`src/rtl/cold_load_pickup_regs.svh`:
```
// Register map, field positions, reset values and timing of the supervisor
`ifndef COLD_LOAD_PICKUP_REGS_SVH
`define COLD_LOAD_PICKUP_REGS_SVH

// ----------------------------------------------------------------------
// Register byte offsets
// ----------------------------------------------------------------------
`define COLD_LOAD_PICKUP_OFS_CTRL        8'h00
`define COLD_LOAD_PICKUP_OFS_STATUS      8'h04
`define COLD_LOAD_PICKUP_OFS_UC_THR      8'h08
`define COLD_LOAD_PICKUP_OFS_INRUSH_THR  8'h0C
`define COLD_LOAD_PICKUP_OFS_T_LOAD_OFF  8'h10
`define COLD_LOAD_PICKUP_OFS_T_SETTLE    8'h14
`define COLD_LOAD_PICKUP_OFS_T_MAX_BLOCK 8'h18
`define COLD_LOAD_PICKUP_OFS_IRQ_STATUS  8'h1C
`define COLD_LOAD_PICKUP_OFS_IRQ_MASK    8'h20

// ----------------------------------------------------------------------
// Field positions
// ----------------------------------------------------------------------
`define COLD_LOAD_PICKUP_CTRL_EN_BIT       0
`define COLD_LOAD_PICKUP_CTRL_MODE_LSB     1
`define COLD_LOAD_PICKUP_CTRL_EXT_SEL_BIT  3
`define COLD_LOAD_PICKUP_CTRL_INT_SEL_BIT  4
`define COLD_LOAD_PICKUP_IRQ_ENGAGED_BIT   0
`define COLD_LOAD_PICKUP_IRQ_SETTLED_BIT   1
`define COLD_LOAD_PICKUP_IRQ_MAXBLK_BIT    2

// ----------------------------------------------------------------------
// Reset values
// ----------------------------------------------------------------------
`define COLD_LOAD_PICKUP_RST_MODE        2'h0
`define COLD_LOAD_PICKUP_RST_UC_THR      16'h0010
`define COLD_LOAD_PICKUP_RST_INRUSH_THR  16'h1000
`define COLD_LOAD_PICKUP_RST_T_LOAD_OFF  16'h03E8
`define COLD_LOAD_PICKUP_RST_T_SETTLE    16'h0064
`define COLD_LOAD_PICKUP_RST_T_MAX_BLOCK 16'h0BB8
`define COLD_LOAD_PICKUP_RST_IRQ_MASK    3'h0

// ----------------------------------------------------------------------
// Timing
// ----------------------------------------------------------------------
`define COLD_LOAD_PICKUP_CLK_PERIOD_NS   20
`define COLD_LOAD_PICKUP_TICK_US         1000
`define COLD_LOAD_PICKUP_INRUSH_DROP_NUM 9
`define COLD_LOAD_PICKUP_INRUSH_DROP_DEN 10

`endif

```
`src/rtl/cold_load_pickup_pkg.sv`:
```
// Types shared by the cold load pickup supervisor
package cold_load_pickup_pkg;

    typedef enum logic [1:0] {
        MODE_BKR_OPEN,
        MODE_UNDERCUR,
        MODE_OPEN_AND_UC,
        MODE_OPEN_OR_UC
    } breaker_position_mode_t;

    typedef enum logic [2:0] {
        ST_WARM,
        ST_LOAD_OFF,
        ST_COLD,
        ST_RELEASE
    } cold_load_pickup_state_t;

    typedef struct packed {
        cold_load_pickup_state_t            st;
        logic                   en;
        breaker_position_mode_t mode;
        logic                   ext_sel;
        logic                   int_sel;
        logic [15:0]            uc_thr;
        logic [15:0]            inrush_thr;
        logic [15:0]            t_load_off;
        logic [15:0]            t_settle;
        logic [15:0]            t_max_block;
        logic [2:0]             irq_st;
        logic [2:0]             irq_mask;
        logic [31:0]            rdata;
        logic                   err;
        logic [19:0]            tick_cnt;
        logic                   inrush_seen;
    } cold_load_pickup_regs_t;

endpackage

```
`src/rtl/cold_load_pickup_delay_timer.sv`:
```
// Tick counter that reports when a programmed delay has elapsed
`timescale 1ns/100ps
`default_nettype none

module cold_load_pickup_delay_timer #(
    parameter int W = 16
) (
    input  wire logic         mclk_i,
    input  wire logic         rst_i,
    input  wire logic         clr_i,
    input  wire logic         tick_i,
    input  wire logic [W-1:0] limit_i,
    output logic              done_o
);

    logic [W-1:0] cnt_q;
    logic [W-1:0] cnt_d;

    // Refused while elaborating, not at run time
    if (W < 2 || W > 32) begin : g_width_chk
        $error("timer width out of range");
    end

    assign done_o = (cnt_q >= limit_i);

    // Saturates at the limit so done stays until cleared
    always_comb begin
        cnt_d = cnt_q;
        if (clr_i) begin
            cnt_d = '0;
        end else if (tick_i && !done_o) begin
            cnt_d = cnt_q + W'(1);
        end
    end

    always_ff @(posedge mclk_i or posedge rst_i) begin
        if (rst_i) begin
            cnt_q <= '0;
        end else begin
            cnt_q <= cnt_d;
        end
    end

endmodule

`default_nettype wire

```
`src/rtl/cold_load_pickup_current_cmp.sv`:
```
// Current magnitude against undercurrent and inrush thresholds
`timescale 1ns/100ps
`default_nettype none
`include "cold_load_pickup_regs.svh"

module cold_load_pickup_current_cmp #(
    parameter int W = 16
) (
    input  wire logic [W-1:0] current_i,
    input  wire logic [W-1:0] uc_thr_i,
    input  wire logic [W-1:0] inrush_thr_i,
    output logic              under_o,
    output logic              over_o,
    output logic              below_drop_o
);

    logic [W+3:0] cur_scaled;
    logic [W+3:0] thr_scaled;

    // Product must fit W+4 bits
    if (W < 4 || W > 28) begin : g_width_chk
        $error("current width out of range");
    end

    // Scaled compare avoids a divider for the 90 percent point
    assign cur_scaled   = (W+4)'(current_i) * (W+4)'(`COLD_LOAD_PICKUP_INRUSH_DROP_DEN);
    assign thr_scaled   = (W+4)'(inrush_thr_i) * (W+4)'(`COLD_LOAD_PICKUP_INRUSH_DROP_NUM);
    assign under_o      = (current_i < uc_thr_i);
    assign over_o       = (current_i > inrush_thr_i);
    assign below_drop_o = (cur_scaled <= thr_scaled);

endmodule

`default_nettype wire

```
`src/rtl/cold_load_pickup_top.sv`:
```
// Cold load pickup supervisor with APB registers and interrupt
`timescale 1ns/100ps
`default_nettype none
`include "cold_load_pickup_regs.svh"

module cold_load_pickup_top #(
    parameter int TICK_CYC = `COLD_LOAD_PICKUP_TICK_US * 1000 / `COLD_LOAD_PICKUP_CLK_PERIOD_NS
) (
    input  wire logic        mclk_i,
    input  wire logic        rst_i,
    input  wire logic        psel_i,
    input  wire logic        penable_i,
    input  wire logic        pwrite_i,
    input  wire logic [7:0]  paddr_i,
    input  wire logic [31:0] pwdata_i,
    output logic [31:0]      prdata_o,
    output logic             pready_o,
    output logic             pslverr_o,
    input  wire logic        breaker_closed_i,
    input  wire logic [15:0] current_mag_i,
    input  wire logic        ext_block_i,
    input  wire logic        int_block_i,
    input  wire logic        auto_reclose_running_i,
    output logic             cold_load_enable_out_o,
    output logic             inrush_o,
    output logic             irq_o
);

    // ------------------------------------------------------------------
    // Elaboration checks
    // ------------------------------------------------------------------
    // Tick counter is 20 bits wide
    if (TICK_CYC < 1 || TICK_CYC > (1 << 20)) begin : g_tick_chk
        $error("TICK_CYC out of range");
    end

    // ------------------------------------------------------------------
    // Decoding
    // ------------------------------------------------------------------
    function automatic logic mapped(input logic [7:0] a);
        case (a)
            `COLD_LOAD_PICKUP_OFS_CTRL, `COLD_LOAD_PICKUP_OFS_STATUS, `COLD_LOAD_PICKUP_OFS_UC_THR,
            `COLD_LOAD_PICKUP_OFS_INRUSH_THR, `COLD_LOAD_PICKUP_OFS_T_LOAD_OFF,
            `COLD_LOAD_PICKUP_OFS_T_SETTLE, `COLD_LOAD_PICKUP_OFS_T_MAX_BLOCK,
            `COLD_LOAD_PICKUP_OFS_IRQ_STATUS, `COLD_LOAD_PICKUP_OFS_IRQ_MASK: mapped = 1'b1;
            default: mapped = 1'b0;
        endcase
    endfunction

    function automatic logic cold_detect(
        input cold_load_pickup_pkg::breaker_position_mode_t m,
        input logic open_c,
        input logic under_c
    );
        unique case (m)
            cold_load_pickup_pkg::MODE_BKR_OPEN:    cold_detect = open_c;
            cold_load_pickup_pkg::MODE_UNDERCUR:    cold_detect = under_c;
            cold_load_pickup_pkg::MODE_OPEN_AND_UC: cold_detect = open_c & under_c;
            cold_load_pickup_pkg::MODE_OPEN_OR_UC:  cold_detect = open_c | under_c;
        endcase
    endfunction

    // ------------------------------------------------------------------
    // State and helpers
    // ------------------------------------------------------------------
    cold_load_pickup_pkg::cold_load_pickup_regs_t s_q;
    cold_load_pickup_pkg::cold_load_pickup_regs_t s_d;

    logic       under;
    logic       over;
    logic       below_drop;
    logic       cold;
    logic       blocked;
    logic       tick;
    logic       lo_done;
    logic       set_done;
    logic       mb_done;
    logic       lo_clr;
    logic       set_clr;
    logic       mb_clr;
    logic       setup;
    logic       wr;
    logic [2:0] evt;
    logic [2:0] w1c;

    cold_load_pickup_current_cmp #(
        .W (16)
    ) u_cmp (
        .current_i    (current_mag_i),
        .uc_thr_i     (s_q.uc_thr),
        .inrush_thr_i (s_q.inrush_thr),
        .under_o      (under),
        .over_o       (over),
        .below_drop_o (below_drop)
    );

    assign cold    = cold_detect(s_q.mode, !breaker_closed_i, under);
    assign blocked = !s_q.en
                   | (s_q.ext_sel & ext_block_i)
                   | (s_q.int_sel & int_block_i)
                   | auto_reclose_running_i;
    assign tick    = (s_q.tick_cnt == 20'(TICK_CYC - 1));

    // ------------------------------------------------------------------
    // Delay timers
    // ------------------------------------------------------------------
    assign lo_clr  = (s_q.st != cold_load_pickup_pkg::ST_LOAD_OFF);
    assign mb_clr  = (s_q.st != cold_load_pickup_pkg::ST_RELEASE);
    // Any rise over the drop point restarts the settle period
    assign set_clr = mb_clr | !below_drop;

    cold_load_pickup_delay_timer #(
        .W (16)
    ) u_load_off (
        .mclk_i  (mclk_i),
        .rst_i   (rst_i),
        .clr_i   (lo_clr),
        .tick_i  (tick),
        .limit_i (s_q.t_load_off),
        .done_o  (lo_done)
    );

    cold_load_pickup_delay_timer #(
        .W (16)
    ) u_settle (
        .mclk_i  (mclk_i),
        .rst_i   (rst_i),
        .clr_i   (set_clr),
        .tick_i  (tick),
        .limit_i (s_q.t_settle),
        .done_o  (set_done)
    );

    cold_load_pickup_delay_timer #(
        .W (16)
    ) u_max_block (
        .mclk_i  (mclk_i),
        .rst_i   (rst_i),
        .clr_i   (mb_clr),
        .tick_i  (tick),
        .limit_i (s_q.t_max_block),
        .done_o  (mb_done)
    );

    // ------------------------------------------------------------------
    // Next state
    // ------------------------------------------------------------------
    assign setup = psel_i & ~penable_i;
    assign wr    = psel_i & penable_i & pwrite_i;

    always_comb begin
        s_d = s_q;
        evt = 3'h0;
        w1c = 3'h0;
        s_d.tick_cnt = tick ? 20'h00000 : s_q.tick_cnt + 20'h00001;

        unique case (s_q.st)
            cold_load_pickup_pkg::ST_WARM: begin
                if (cold) begin
                    s_d.st = cold_load_pickup_pkg::ST_LOAD_OFF;
                end
            end
            cold_load_pickup_pkg::ST_LOAD_OFF: begin
                if (!cold) begin
                    s_d.st = cold_load_pickup_pkg::ST_WARM;
                end else if (lo_done) begin
                    s_d.st = cold_load_pickup_pkg::ST_COLD;
                    evt[`COLD_LOAD_PICKUP_IRQ_ENGAGED_BIT] = 1'b1;
                end
            end
            cold_load_pickup_pkg::ST_COLD: begin
                if (!cold) begin
                    s_d.st          = cold_load_pickup_pkg::ST_RELEASE;
                    s_d.inrush_seen = 1'b0;
                end
            end
            cold_load_pickup_pkg::ST_RELEASE: begin
                if (over) begin
                    s_d.inrush_seen = 1'b1;
                end
                if (mb_done) begin
                    s_d.st = cold_load_pickup_pkg::ST_WARM;
                    evt[`COLD_LOAD_PICKUP_IRQ_MAXBLK_BIT] = 1'b1;
                end else if (set_done) begin
                    s_d.st = cold_load_pickup_pkg::ST_WARM;
                    evt[`COLD_LOAD_PICKUP_IRQ_SETTLED_BIT] = 1'b1;
                end
            end
        endcase

        // Blocking wins over every transition
        if (blocked) begin
            s_d.st = cold_load_pickup_pkg::ST_WARM;
            evt    = 3'h0;
        end

        // Bus slave: read data and error captured in the setup phase
        if (setup) begin
            s_d.err   = !mapped(paddr_i);
            s_d.rdata = 32'h00000000;
            case (paddr_i)
                `COLD_LOAD_PICKUP_OFS_CTRL: begin
                    s_d.rdata[`COLD_LOAD_PICKUP_CTRL_EN_BIT] = s_q.en;
                    s_d.rdata[`COLD_LOAD_PICKUP_CTRL_MODE_LSB +: 2] = s_q.mode;
                    s_d.rdata[`COLD_LOAD_PICKUP_CTRL_EXT_SEL_BIT] = s_q.ext_sel;
                    s_d.rdata[`COLD_LOAD_PICKUP_CTRL_INT_SEL_BIT] = s_q.int_sel;
                end
                `COLD_LOAD_PICKUP_OFS_STATUS: begin
                    s_d.rdata[2:0] = s_q.st;
                    s_d.rdata[3]   = cold_load_enable_out_o;
                    s_d.rdata[4]   = cold;
                    s_d.rdata[5]   = s_q.inrush_seen;
                    s_d.rdata[6]   = over;
                    s_d.rdata[7]   = blocked;
                end
                `COLD_LOAD_PICKUP_OFS_UC_THR:      s_d.rdata[15:0] = s_q.uc_thr;
                `COLD_LOAD_PICKUP_OFS_INRUSH_THR:  s_d.rdata[15:0] = s_q.inrush_thr;
                `COLD_LOAD_PICKUP_OFS_T_LOAD_OFF:  s_d.rdata[15:0] = s_q.t_load_off;
                `COLD_LOAD_PICKUP_OFS_T_SETTLE:    s_d.rdata[15:0] = s_q.t_settle;
                `COLD_LOAD_PICKUP_OFS_T_MAX_BLOCK: s_d.rdata[15:0] = s_q.t_max_block;
                `COLD_LOAD_PICKUP_OFS_IRQ_STATUS:  s_d.rdata[2:0]  = s_q.irq_st;
                `COLD_LOAD_PICKUP_OFS_IRQ_MASK:    s_d.rdata[2:0]  = s_q.irq_mask;
                default:               s_d.rdata       = 32'h00000000;
            endcase
        end

        if (wr) begin
            case (paddr_i)
                `COLD_LOAD_PICKUP_OFS_CTRL: begin
                    s_d.en      = pwdata_i[`COLD_LOAD_PICKUP_CTRL_EN_BIT];
                    s_d.mode    = cold_load_pickup_pkg::breaker_position_mode_t'(
                                  pwdata_i[`COLD_LOAD_PICKUP_CTRL_MODE_LSB +: 2]);
                    s_d.ext_sel = pwdata_i[`COLD_LOAD_PICKUP_CTRL_EXT_SEL_BIT];
                    s_d.int_sel = pwdata_i[`COLD_LOAD_PICKUP_CTRL_INT_SEL_BIT];
                end
                `COLD_LOAD_PICKUP_OFS_UC_THR:      s_d.uc_thr      = pwdata_i[15:0];
                `COLD_LOAD_PICKUP_OFS_INRUSH_THR:  s_d.inrush_thr  = pwdata_i[15:0];
                `COLD_LOAD_PICKUP_OFS_T_LOAD_OFF:  s_d.t_load_off  = pwdata_i[15:0];
                `COLD_LOAD_PICKUP_OFS_T_SETTLE:    s_d.t_settle    = pwdata_i[15:0];
                `COLD_LOAD_PICKUP_OFS_T_MAX_BLOCK: s_d.t_max_block = pwdata_i[15:0];
                `COLD_LOAD_PICKUP_OFS_IRQ_STATUS:  w1c             = pwdata_i[2:0];
                `COLD_LOAD_PICKUP_OFS_IRQ_MASK:    s_d.irq_mask    = pwdata_i[2:0];
                default: ;
            endcase
        end

        // A new event outlives a clear in the same cycle
        s_d.irq_st = (s_q.irq_st & ~w1c) | evt;
    end

    always_ff @(posedge mclk_i or posedge rst_i) begin
        if (rst_i) begin
            s_q             <= '0;
            s_q.st          <= cold_load_pickup_pkg::ST_WARM;
            s_q.mode        <= cold_load_pickup_pkg::breaker_position_mode_t'(
                               `COLD_LOAD_PICKUP_RST_MODE);
            s_q.uc_thr      <= `COLD_LOAD_PICKUP_RST_UC_THR;
            s_q.inrush_thr  <= `COLD_LOAD_PICKUP_RST_INRUSH_THR;
            s_q.t_load_off  <= `COLD_LOAD_PICKUP_RST_T_LOAD_OFF;
            s_q.t_settle    <= `COLD_LOAD_PICKUP_RST_T_SETTLE;
            s_q.t_max_block <= `COLD_LOAD_PICKUP_RST_T_MAX_BLOCK;
            s_q.irq_mask    <= `COLD_LOAD_PICKUP_RST_IRQ_MASK;
        end else begin
            s_q <= s_d;
        end
    end

    // ------------------------------------------------------------------
    // Outputs
    // ------------------------------------------------------------------
    // Indication only; no trip path exists in this block
    assign cold_load_enable_out_o = (s_q.st == cold_load_pickup_pkg::ST_COLD)
                                  | (s_q.st == cold_load_pickup_pkg::ST_RELEASE);
    assign inrush_o  = (s_q.st == cold_load_pickup_pkg::ST_RELEASE) & over;
    assign irq_o     = |(s_q.irq_st & s_q.irq_mask);
    assign prdata_o  = s_q.rdata;
    assign pready_o  = 1'b1;
    assign pslverr_o = psel_i & penable_i & s_q.err;
endmodule

`default_nettype wire

```
`config.mk`:
```
export PLATFORM = sky130hd
export DESIGN_NAME = cold_load_pickup_top
export DESIGN_NICKNAME = d
export VERILOG_FILES = /design/src/rtl/cold_load_pickup_pkg.sv /design/src/rtl/cold_load_pickup_delay_timer.sv /design/src/rtl/cold_load_pickup_current_cmp.sv /design/src/rtl/cold_load_pickup_top.sv
export VERILOG_INCLUDE_DIRS = /design/src /design/src/rtl
export SDC_FILE = /design/constraint.sdc
export NUM_CORES = 1
export LEC_CHECK = 0
export BUFFER_PORTS_ARGS = -buffer_cell sky130_fd_sc_hd__buf_2
export CAP_MARGIN = 0
export CORE_ASPECT_RATIO = 1.1
export CORE_MARGIN = 2
export CORE_UTILIZATION = 54
export DETAILED_ROUTE_END_ITERATION = 8
export PLACE_DENSITY = 0.73
export SKIP_CTS_REPAIR_TIMING = 1
export SKIP_LAST_GASP = 1
export SYNTH_ARGS = -nofsm -noshare
export SYNTH_HDL_FRONTEND = slang
export SYNTH_SLANG_ARGS = --single-unit
```
`constraint.sdc`:
```
create_clock -name mclk_i -period 15.4 [get_ports mclk_i]
set_input_delay 3.08 -clock mclk_i [delete_from_list [all_inputs] [get_ports mclk_i]]
set_output_delay 3.08 -clock mclk_i [all_outputs]
set_load 0.02 [all_outputs]
```
==> results of run 1 <==
cell usage after synthesis (all sizes together) (4+ instances only):
library cell  instances
or2                   4
clkbuf               27
a41o                  7
a21oi                76
buf                  38
a221oi                5
nor4b                 4
nand2b               18
o21ai                67
nor3                 23
o21a                 12
dfstp                18
o2111ai               4
and4                  5
or3                  19
o21bai                4
nand3                42
a211oi               13
nand4                16
and2                  8
and3                 16
o31ai                 7
a21o                 16
a31oi                18
o22ai                 6
mux2i                10
ha                  156
dfrtp               161
inv                 111
o211ai                5
xnor2                40
a22oi                21
or4                   6
nor2                 81
xor2                 19
nand2                80
a2111oi               5
nor4                 11
mux2                 88
nor2b                 8
through the flow:
step | util (%) | area, µm²
2_1_floorplan | - | 12700
3_3_place_gp | 57.0 | 13100
3_5_place_dp | 57.0 | 13100
4_1_cts | 59.8 | 13700
5_1_grt | 59.8 | 13700
6_report | 59.8 | 13700
cells by family after synthesis:
group           share of synthesized area [%]
fa+ha+maj                                15.7
simple gates                             14.2
mux                                      8.80
buf+inv                                  6.33
compound gates                           15.2
flops                                    35.6
xor+xnor                                 4.09
other cells                            0.0594
layout by cell type (no fill, tap or decap), types with 7 or more instances in the layout:
cell and instances:
sky130_fd_sc_hd__dfrtp_1 161, sky130_fd_sc_hd__ha_1 156, sky130_fd_sc_hd__inv_1 110, sky130_fd_sc_hd__mux2_2 88, sky130_fd_sc_hd__nor2_1 81, sky130_fd_sc_hd__nand2_1 79
sky130_fd_sc_hd__a21oi_1 75, sky130_fd_sc_hd__buf_2 68, sky130_fd_sc_hd__o21ai_0 66, sky130_fd_sc_hd__nand3_1 42, sky130_fd_sc_hd__xnor2_1 40, sky130_fd_sc_hd__nor3_1 23
sky130_fd_sc_hd__a22oi_1 21, sky130_fd_sc_hd__or3_1 19, sky130_fd_sc_hd__xor2_1 19, sky130_fd_sc_hd__a31oi_1 18, sky130_fd_sc_hd__nand2b_1 18, sky130_fd_sc_hd__dfstp_2 18
sky130_fd_sc_hd__conb_1 17, sky130_fd_sc_hd__clkbuf_16 17, sky130_fd_sc_hd__and3_1 16, sky130_fd_sc_hd__a21o_1 16, sky130_fd_sc_hd__nand4_1 15, sky130_fd_sc_hd__a211oi_1 12
sky130_fd_sc_hd__o21a_1 12, sky130_fd_sc_hd__mux2i_1 10, sky130_fd_sc_hd__nor2b_1 8, sky130_fd_sc_hd__and2_1 7, sky130_fd_sc_hd__o31ai_1 7, sky130_fd_sc_hd__a41o_1 7
registers in the layout (all words and copies together), names as in the netlist:
name / count
u_load_off.cnt_q: 16
u_max_block.cnt_q: 16
u_settle.cnt_q: 16
s_q: 115
prdata_o: 16
final cells by class:
cell class,count,area share [%]
clock buffers,17,3.10
multi-input cells,970,54.0
well taps,300,2.74
clock inverters,15,1.42
repair buffers,73,2.76
flip-flops and latches,179,32.9
inverters,111,3.08
metal layers:
layer	wire, µm	global-route usage, %
met5	0	0
met3	1260	3.34
met1	13000	32.3
met2	15500	46.2
met4	1310	12.0
final timing paths:
| check | from | slack [ns] | end | cells after the start |
|---|---|---|---|---|
| min in group asynchronous | rst_i | 2.85 | s_q[60]$_DFFE_PP0P_ | 2 |
| worst min register to register | s_q[1]$_DFF_PP0_ | 0.46 | s_q[1]$_DFF_PP0_ | 1 |
| max in group asynchronous | rst_i | 10.95 | u_load_off.cnt_q[0]$_DFFE_PP0P_ | 3 |
| worst max-delay path | current_mag_i[15] | 7.25 | inrush_o | 9 |
| worst min-delay path | s_q[1]$_DFF_PP0_ | 0.46 | s_q[1]$_DFF_PP0_ | 1 |
| worst max register to register | s_q[112]$_DFFE_PP0P_ | 9.88 | u_settle.cnt_q[3]$_DFFE_PP0P_ | 18 |
power by group:
group / internal (µW) / switching (µW) / total, µW
logic: 52.1 / 84.0 / 136
clock network: 260 / 202 / 463
registers: 476 / 5.30 / 481
total: 789 / 292 / 1080
worst max-delay path, delay by kind of cell:
family,cells,cell delay [ns]
adder cells (fa/ha/maj),1,0.31
AND/OR/NAND/NOR,5,1.15
AO/OA/AOI/OAI,1,0.20
buffers and inverters,2,0.35
==> PnR_summary.wiki, run 1 <==
{| class="wikitable"
! Metric !! Value
|-
| Worst Path Arrival || between 5 and 6 ns
|-
| Sequential share of the synthesized area || 35.6%
|-
| Maximum resistive drop on vdd || slightly below 70 µV
|-
| Biggest fanout along the worst timing path || 5
|-
| Number of buffers inserted during clock tree synthesis || 17
|-
| Final hold violation count || 0
|-
| Number of antenna repair diodes || 0
|-
| Final-layout worst hold slack || 0.460 ns
|-
| Clock sinks || roughly 180
|-
| Starting density of the core || approximately 55%
|-
| Area leader, netlist || sky130_fd_sc_hd__dfrtp_1
|-
| Number of synthesized flops with an enable pin || 0
|-
| Maximum count of clock buffers along a single path || 2
|-
| Class of the most critical hold timing path || reg2reg
|-
| Post-Route Skew || approximately 0.012 ns
|-
| Final net count || ~1600
|-
| Final cycle utilization of the critical path || a little over half
|-
| Worst endpoint required time || roughly 12 ns
|-
| Actual slew at the worst max-slew pin || around 1.3 ns
|-
| Slowest CP cell || sky130_fd_sc_hd__or3_1
|-
| Setup TNS Final || 0 ns
|-
| Share of layout cells above drive strength 1 || around 17%
|-
| Register Area || around 4500 µm²
|-
| Number of port buffers || 68
|-
| Number of core rows || 58
|-
| Wirelength per Cell || ~19 µm
|-
| Placed cell count || approximately 1600
|-
| Status || completed
|-
| Total Routing Usage GR || a little over a quarter
|-
| Critical path endpoint category || primary output
|-
| Area growth from synthesis to final layout || 8.33%
|-
| Vias after detailed routing || 10059
|-
| Number of global-route vias before repair || about 10000
|-
| Routed vias/inst || 6.04
|-
| RSZ-0062 raised after global routing || no
|-
| CTS Root Buffer Type || sky130_fd_sc_hd__clkbuf_16
|-
| Startpoint type of the worst setup path || input port
|-
| Gpl congestion || roughly 0.91
|-
| Total standard cell area after synthesis || approximately 13000 µm²
|-
| Total Wirelength || a little over 30000 µm
|-
| Highest clock frequency the design can meet || 0.123 GHz
|-
| I/O pin count || between 100 and 150
|-
| Max stage delay on crit path || between 0.3 and 0.4 ns
|-
| Clk_lat worst skew || between 0.4 and 0.5 ns
|-
| Area used by multi-input combinational logic || around 7400 µm²
|-
| CTS H-tree depth || 4
|-
| CORE AREA || about 23000 µm²
|-
| Setup CP Type || in2out
|-
| Fillers || slightly below 2000
|-
| Initial antenna violation count || 0
|-
| Hpwl dp || 23300 µm
|-
| Worst-case setup slack after placement || a little over 7 ns
|-
| Horizontal die dimension || ~150 µm
|-
| Cell count after synthesis || ~1300
|-
| Slew headroom || ~15%
|-
| Tot Pwr || between 1000 and 1500 µW
|-
| DRT iter0 DRCs || 725
|-
| Final antenna-violating net count || 0
|-
| Number of detailed-route iterations in the first pass || 6
|-
| Die ar. || around 25000 µm²
|-
| PwrDens || 78.8 nW/µm²
|-
| Non-filler cells in the finished layout || between 1500 and 2000
|-
| Sequence of cells on the critical path || buf_2 -> ha_1 -> nand4_1 -> nor3_1 -> nand2_1 -> or3_1 -> o21ai_0 -> nor2_1 -> buf_2
|-
| Async set or reset register ratio after synthesis || 100%
|-
| Chip height || ~160 µm
|-
| Synth area leaders || sky130_fd_sc_hd__dfrtp_1, sky130_fd_sc_hd__ha_1, sky130_fd_sc_hd__mux2_2
|-
| Wire length of the first global-routing pass || a little over 50000 µm
|-
| Most common flop cell mapped by yosys || sky130_fd_sc_hd__dfrtp_1
|-
| Leak Pwr || between 0.006 and 0.007 µW
|-
| CTS clk-pin slew, worst paths || approximately 0.07 ns
|-
| Number of library cell types mapped by synthesis || 75
|-
| Crit path top cell by count || sky130_fd_sc_hd__buf_2
|-
| Maximum Capacitance Violations || 0
|-
| Clock tree from TritonCTS || yes
|-
| Synth Register Bits || between 150 and 200
|-
| Average footprint of a synthesized cell || approximately 9.7 µm²
|-
| Maximum number of pins on one net before global-route repair || 107
|-
| Time the final worst path needs with I/O delays and setup || 8.15 ns
|-
| Minimum setup slack in the final design || approximately 7.2 ns
|-
| Max Transition Viols Final || 0
|-
| Endpoints failing setup || 0
|-
| Top-area cell type share of the netlist area || between 30% and 40%
|-
| DRC Markers || 0
|-
| Number of warning messages in the yosys log || 0
|-
| GRT overflow || 0
|}
Note: power is estimated with default switching activity, not from simulation.
==> run 2, diff against run 1 <==
- ABC_AREA: unset -> 1
- clock period: 15.4 -> 7.9 ns (I/O delays scaled with it)
==> run 2 against run 1 <==
Effect of this change: worst hold slack better by 0.0065 ns; combinational power up 93%; critical path depth up 13; flip-flop and latch count unchanged; clock power up 88%; design area up 1.9%; synthesized area up 2.2%.
==> PnR_summary.wiki, run 2 <==
{| class="wikitable"
! Metric !! Value
|-
| Number of synthesized flops with an enable pin || 0 (unchanged)
|-
| Max stage delay on crit path || 0.43 ns (+0.04 ns)
|-
| RSZ-0062 raised after global routing || no
|-
| Final cycle utilization of the critical path || 66.1%
|-
| Cell count after synthesis || 1678 (+28%)
|-
| Final hold violation count || 0 (unchanged)
|-
| Horizontal die dimension || 152 µm (+1.1%)
|-
| Number of core rows || 59 (+1.7%)
|-
| CTS clk-pin slew, worst paths || 0.06 ns (about the same)
|-
| Max reg flops || 115 (unchanged)
|-
| Final net count || 1943 (+23%)
|-
| Fillers || 2155 (+8.8%)
|-
| Cell with the most instances after synthesis || sky130_fd_sc_hd__nand2_1
|-
| Average footprint of a synthesized cell || 7.71 µm² (-20%)
|-
| Wirelength per Cell || 16.3 µm (-13%)
|-
| GRT overflow || 0 (unchanged)
|-
| Sequential share of the synthesized area || 34.8% (-0.78 points)
|-
| Number of library cell types mapped by synthesis || 57 (-24%)
|-
| Most used cells in the layout excluding fill and tap cells || sky130_fd_sc_hd__nand2_1, sky130_fd_sc_hd__inv_1, sky130_fd_sc_hd__dfrtp_1
|-
| Number of buffers inserted during clock tree synthesis || 17 (unchanged)
|-
| CTS Root Buffer Type || sky130_fd_sc_hd__clkbuf_16
|-
| Area growth from synthesis to final layout || 7.94%
|-
| Worst reg2reg path endpoint || u_settle.cnt_q[0]$_DFFE_PP0P_
|-
| Clock Power Share || 42.0% (-0.9 points)
|-
| Setup TNS Final || 0 ns (unchanged)
|-
| Sequence of cells on the critical path || buf_2 -> ha_1 -> ha_1 -> inv_1 -> fa_1 -> o21ai_0 -> nand4_1 -> nand3_1 -> a21oi_1 -> o21ai_0 -> xor2_1 -> ha_1 -> nand2_1 -> nor2_1 -> inv_1 -> nor4_1 -> nand3_1 -> nand2_1 -> nand2_1 -> inv_1 -> o21ai_0 -> a21oi_1
|-
| CTS H-tree depth || 4 (unchanged)
|-
| CORE AREA || 23600 µm² (+3.0%)
|-
| Area leader, netlist || sky130_fd_sc_hd__dfrtp_1
|-
| Minimum setup slack in the final design || 2.68 ns (-4.57 ns)
|-
| DRT iter0 DRCs || 891 (+23%)
|-
| Tot Pwr || 2070 µW (+92%)
|-
| R2r worst-path depth || 21 (+3)
|-
| Die ar. || 25200 µm² (+2.2%)
|-
| Maximum Capacitance Violations || 0 (unchanged)
|-
| Total standard cell area after synthesis || 12900 µm² (+2.2%)
|-
| Maximum count of clock buffers along a single path || 2 (unchanged)
|-
| Clock tree from TritonCTS || yes
|-
| Initial antenna violation count || 1 (+1)
|-
| Time the final worst path needs with I/O delays and setup || 5.22 ns
|-
| Clk_lat worst skew || 0.45 ns (about the same)
|-
| Synth top cells by count || sky130_fd_sc_hd__nand2_1, sky130_fd_sc_hd__inv_1, sky130_fd_sc_hd__dfrtp_1
|-
| Internal power contribution || 1510 µW (+92%)
|-
| I/O pin count || 102 (unchanged)
|-
| Top-area cell type share of the netlist area || 31.2% (-0.70 points)
|-
| Setup CP Type || in2reg
|-
| Gpl congestion || 0.938 (+3.6%)
|-
| Number of global-route vias before repair || 10535 (+3.2%)
|-
| Chip height || 166 µm (+1.1%)
|-
| Final antenna-violating net count || 0 (unchanged)
|-
| Biggest fanout along the worst timing path || 15 (+10)
|-
| Hpwl dp || 25700 µm (+10%)
|-
| Startpoint type of the worst setup path || input port
|-
| Reg with most FFs || s_q
|-
| Share of total power in combinational logic || 12.7% (about the same)
|-
| DRC Markers || 0 (unchanged)
|-
| Sw frac || 26.9% (-0.14 points)
|-
| Worst-case setup slack after placement || 2.21 ns (-5.03 ns)
|-
| Post-Route Skew || 0.0201 ns (+0.00844 ns)
|-
| Share of layout cells above drive strength 1 || 9.17% (-8.3 points)
|-
| Status || completed
|-
| Worst Path Arrival || 5.58 ns (+0.51 ns)
|-
| R2R setup slack || 3.47 ns (-6.41 ns)
|-
| Most common flop cell mapped by yosys || sky130_fd_sc_hd__dfrtp_1
|-
| Slowest CP cell || sky130_fd_sc_hd__fa_1
|-
| Most common cell after layout, fill and taps aside || sky130_fd_sc_hd__nand2_1
|-
| Slew headroom || 24.4% (+9.2 points)
|-
| Vias after detailed routing || 11286 (+12%)
|-
| Startpoint of the lowest-slack register-to-register path || s_q[112]$_DFFE_PP0P_
|-
| Number of port buffers || 68 (unchanged)
|-
| Worst endpoint required time || 8.26 ns (-4.06 ns)
|-
| Worst setup path endpoint || u_settle.cnt_q[0]$_DFFE_PP0P_
|-
| Number of warning messages in the yosys log || 0 (unchanged)
|-
| Launch point of the worst path || current_mag_i[1]
|-
| Actual slew at the worst max-slew pin || 1.13 ns (-0.134 ns)
|-
| Endpoints failing setup || 0 (unchanged)
|-
| Clock sinks || 179 (unchanged)
|-
| Maximum number of pins on one net before global-route repair || 103 (-3.7%)
|-
| Maximum resistive drop on vdd || 151 µV (+120%)
|-
| Synth Register Bits || 179 (unchanged)
|-
| Total Wirelength || 33200 µm (+7.0%)
|-
| Number of detailed-route iterations in the first pass || 6 (unchanged)
|-
| Sequential fraction of design power || 45.3% (+0.8 points)
|-
| Starting density of the core || 54.7% (-0.42 points)
|-
| Synth area leaders || sky130_fd_sc_hd__dfrtp_1, sky130_fd_sc_hd__ha_1, sky130_fd_sc_hd__nand2_1
|-
| Critical path endpoint category || flip-flop
|-
| Leak Pwr || 0.00665 µW (+6.7%)
|-
| Switching power || 556 µW (+91%)
|-
| PwrDens || 148 nW/µm² (+88%)
|-
| Wire length of the first global-routing pass || 53600 µm (+5.1%)
|-
| Class of the most critical hold timing path || reg2reg
|-
| Total Routing Usage GR || 27.2% (+0.90 points)
|-
| Routed vias/inst || 5.54 (-8.4%)
|-
| Highest clock frequency the design can meet || 0.192 GHz
|-
| Async set or reset register ratio after synthesis || 100% (unchanged)
|-
| Max Transition Viols Final || 0 (unchanged)
|}
-- run 2: layout make-up --
class	count	area [µm²]	share of cell area (%)
clock inverters	11	128	0.914
clock buffers	21	470	3.37
well taps	305	382	2.73
repair buffers	71	363	2.60
multi-input cells	1192	7130	51.1
diodes	1	2.50	0.0179
flip-flops and latches	179	4500	32.3
inverters	259	980	7.02
-- run 2: cells by family (layout without fill, tap and decap cells) --
group | count (synthesis) | after routing | share of synthesized area (%)
adder cells (fa/ha/maj) | 158 | 158 | 15.4
XOR/XNOR | 48 | 48 | 3.25
AND/OR/NAND/NOR | 645 | 645 | 22.2
buffers and inverters | 322 | 362 | 10.5
flip-flops | 179 | 179 | 34.8
other | 2 | 18 | 0.0581
AO/OA/AOI/OAI | 324 | 324 | 13.8
-- run 2: critical path, delay by kind of cell --
family,cells,cell delay [ns]
compound gates,5,0.85
xor+xnor,1,0.10
fa+ha+maj,4,1.15
buf+inv,4,0.47
simple gates,8,1.39
-- run 2: layer usage --
metal  track usage [%]  up-vias  wire length [µm]
li1                  -     5598                 -
met4              8.45        2               762
met5                 0        -                13
met2              43.2      364             15300
met3              6.10       50              2450
met1              37.2     5272             14700
-- run 2: how the worst min path moves through the flow --
stage | from | to | slack (ns) | cells after the start
2_1_floorplan | s_q[1]$_DFF_PP0_ | s_q[1]$_DFF_PP0_ | 0.43 | 1
3_3_place_gp | s_q[1]$_DFF_PP0_ | s_q[1]$_DFF_PP0_ | 0.45 | 1
3_5_place_dp | s_q[1]$_DFF_PP0_ | s_q[1]$_DFF_PP0_ | 0.46 | 1
4_1_cts | s_q[1]$_DFF_PP0_ | s_q[1]$_DFF_PP0_ | 0.47 | 1
5_1_grt | s_q[1]$_DFF_PP0_ | s_q[1]$_DFF_PP0_ | 0.50 | 1
6_report | s_q[1]$_DFF_PP0_ | s_q[1]$_DFF_PP0_ | 0.47 | 1
-- run 2: power by group through the flow --
stage | logic, µW | clock network (µW) | registers [µW]
final | 263 | 869 | 936
after global routing | 306 | 919 | 937
after CTS | 265 | 877 | 936
after detailed placement | 263 | 0 | 953
after global placement | 254 | 0 | 953
after floorplan | 197 | 0 | 951
-- run 2: metrics by stage --
stage | hold slack, ns | util (%) | instance area [µm²] | std cells
floorplan | 0.433 | - | 13000 | 1693
global placement | 0.447 | 56.5 | 13400 | 2006
detailed placement | 0.459 | 56.5 | 13400 | 2006
CTS | 0.468 | 59.1 | 14000 | 2038
global route | 0.498 | 59.1 | 14000 | 2038
finish | 0.466 | 59.1 | 14000 | 2039
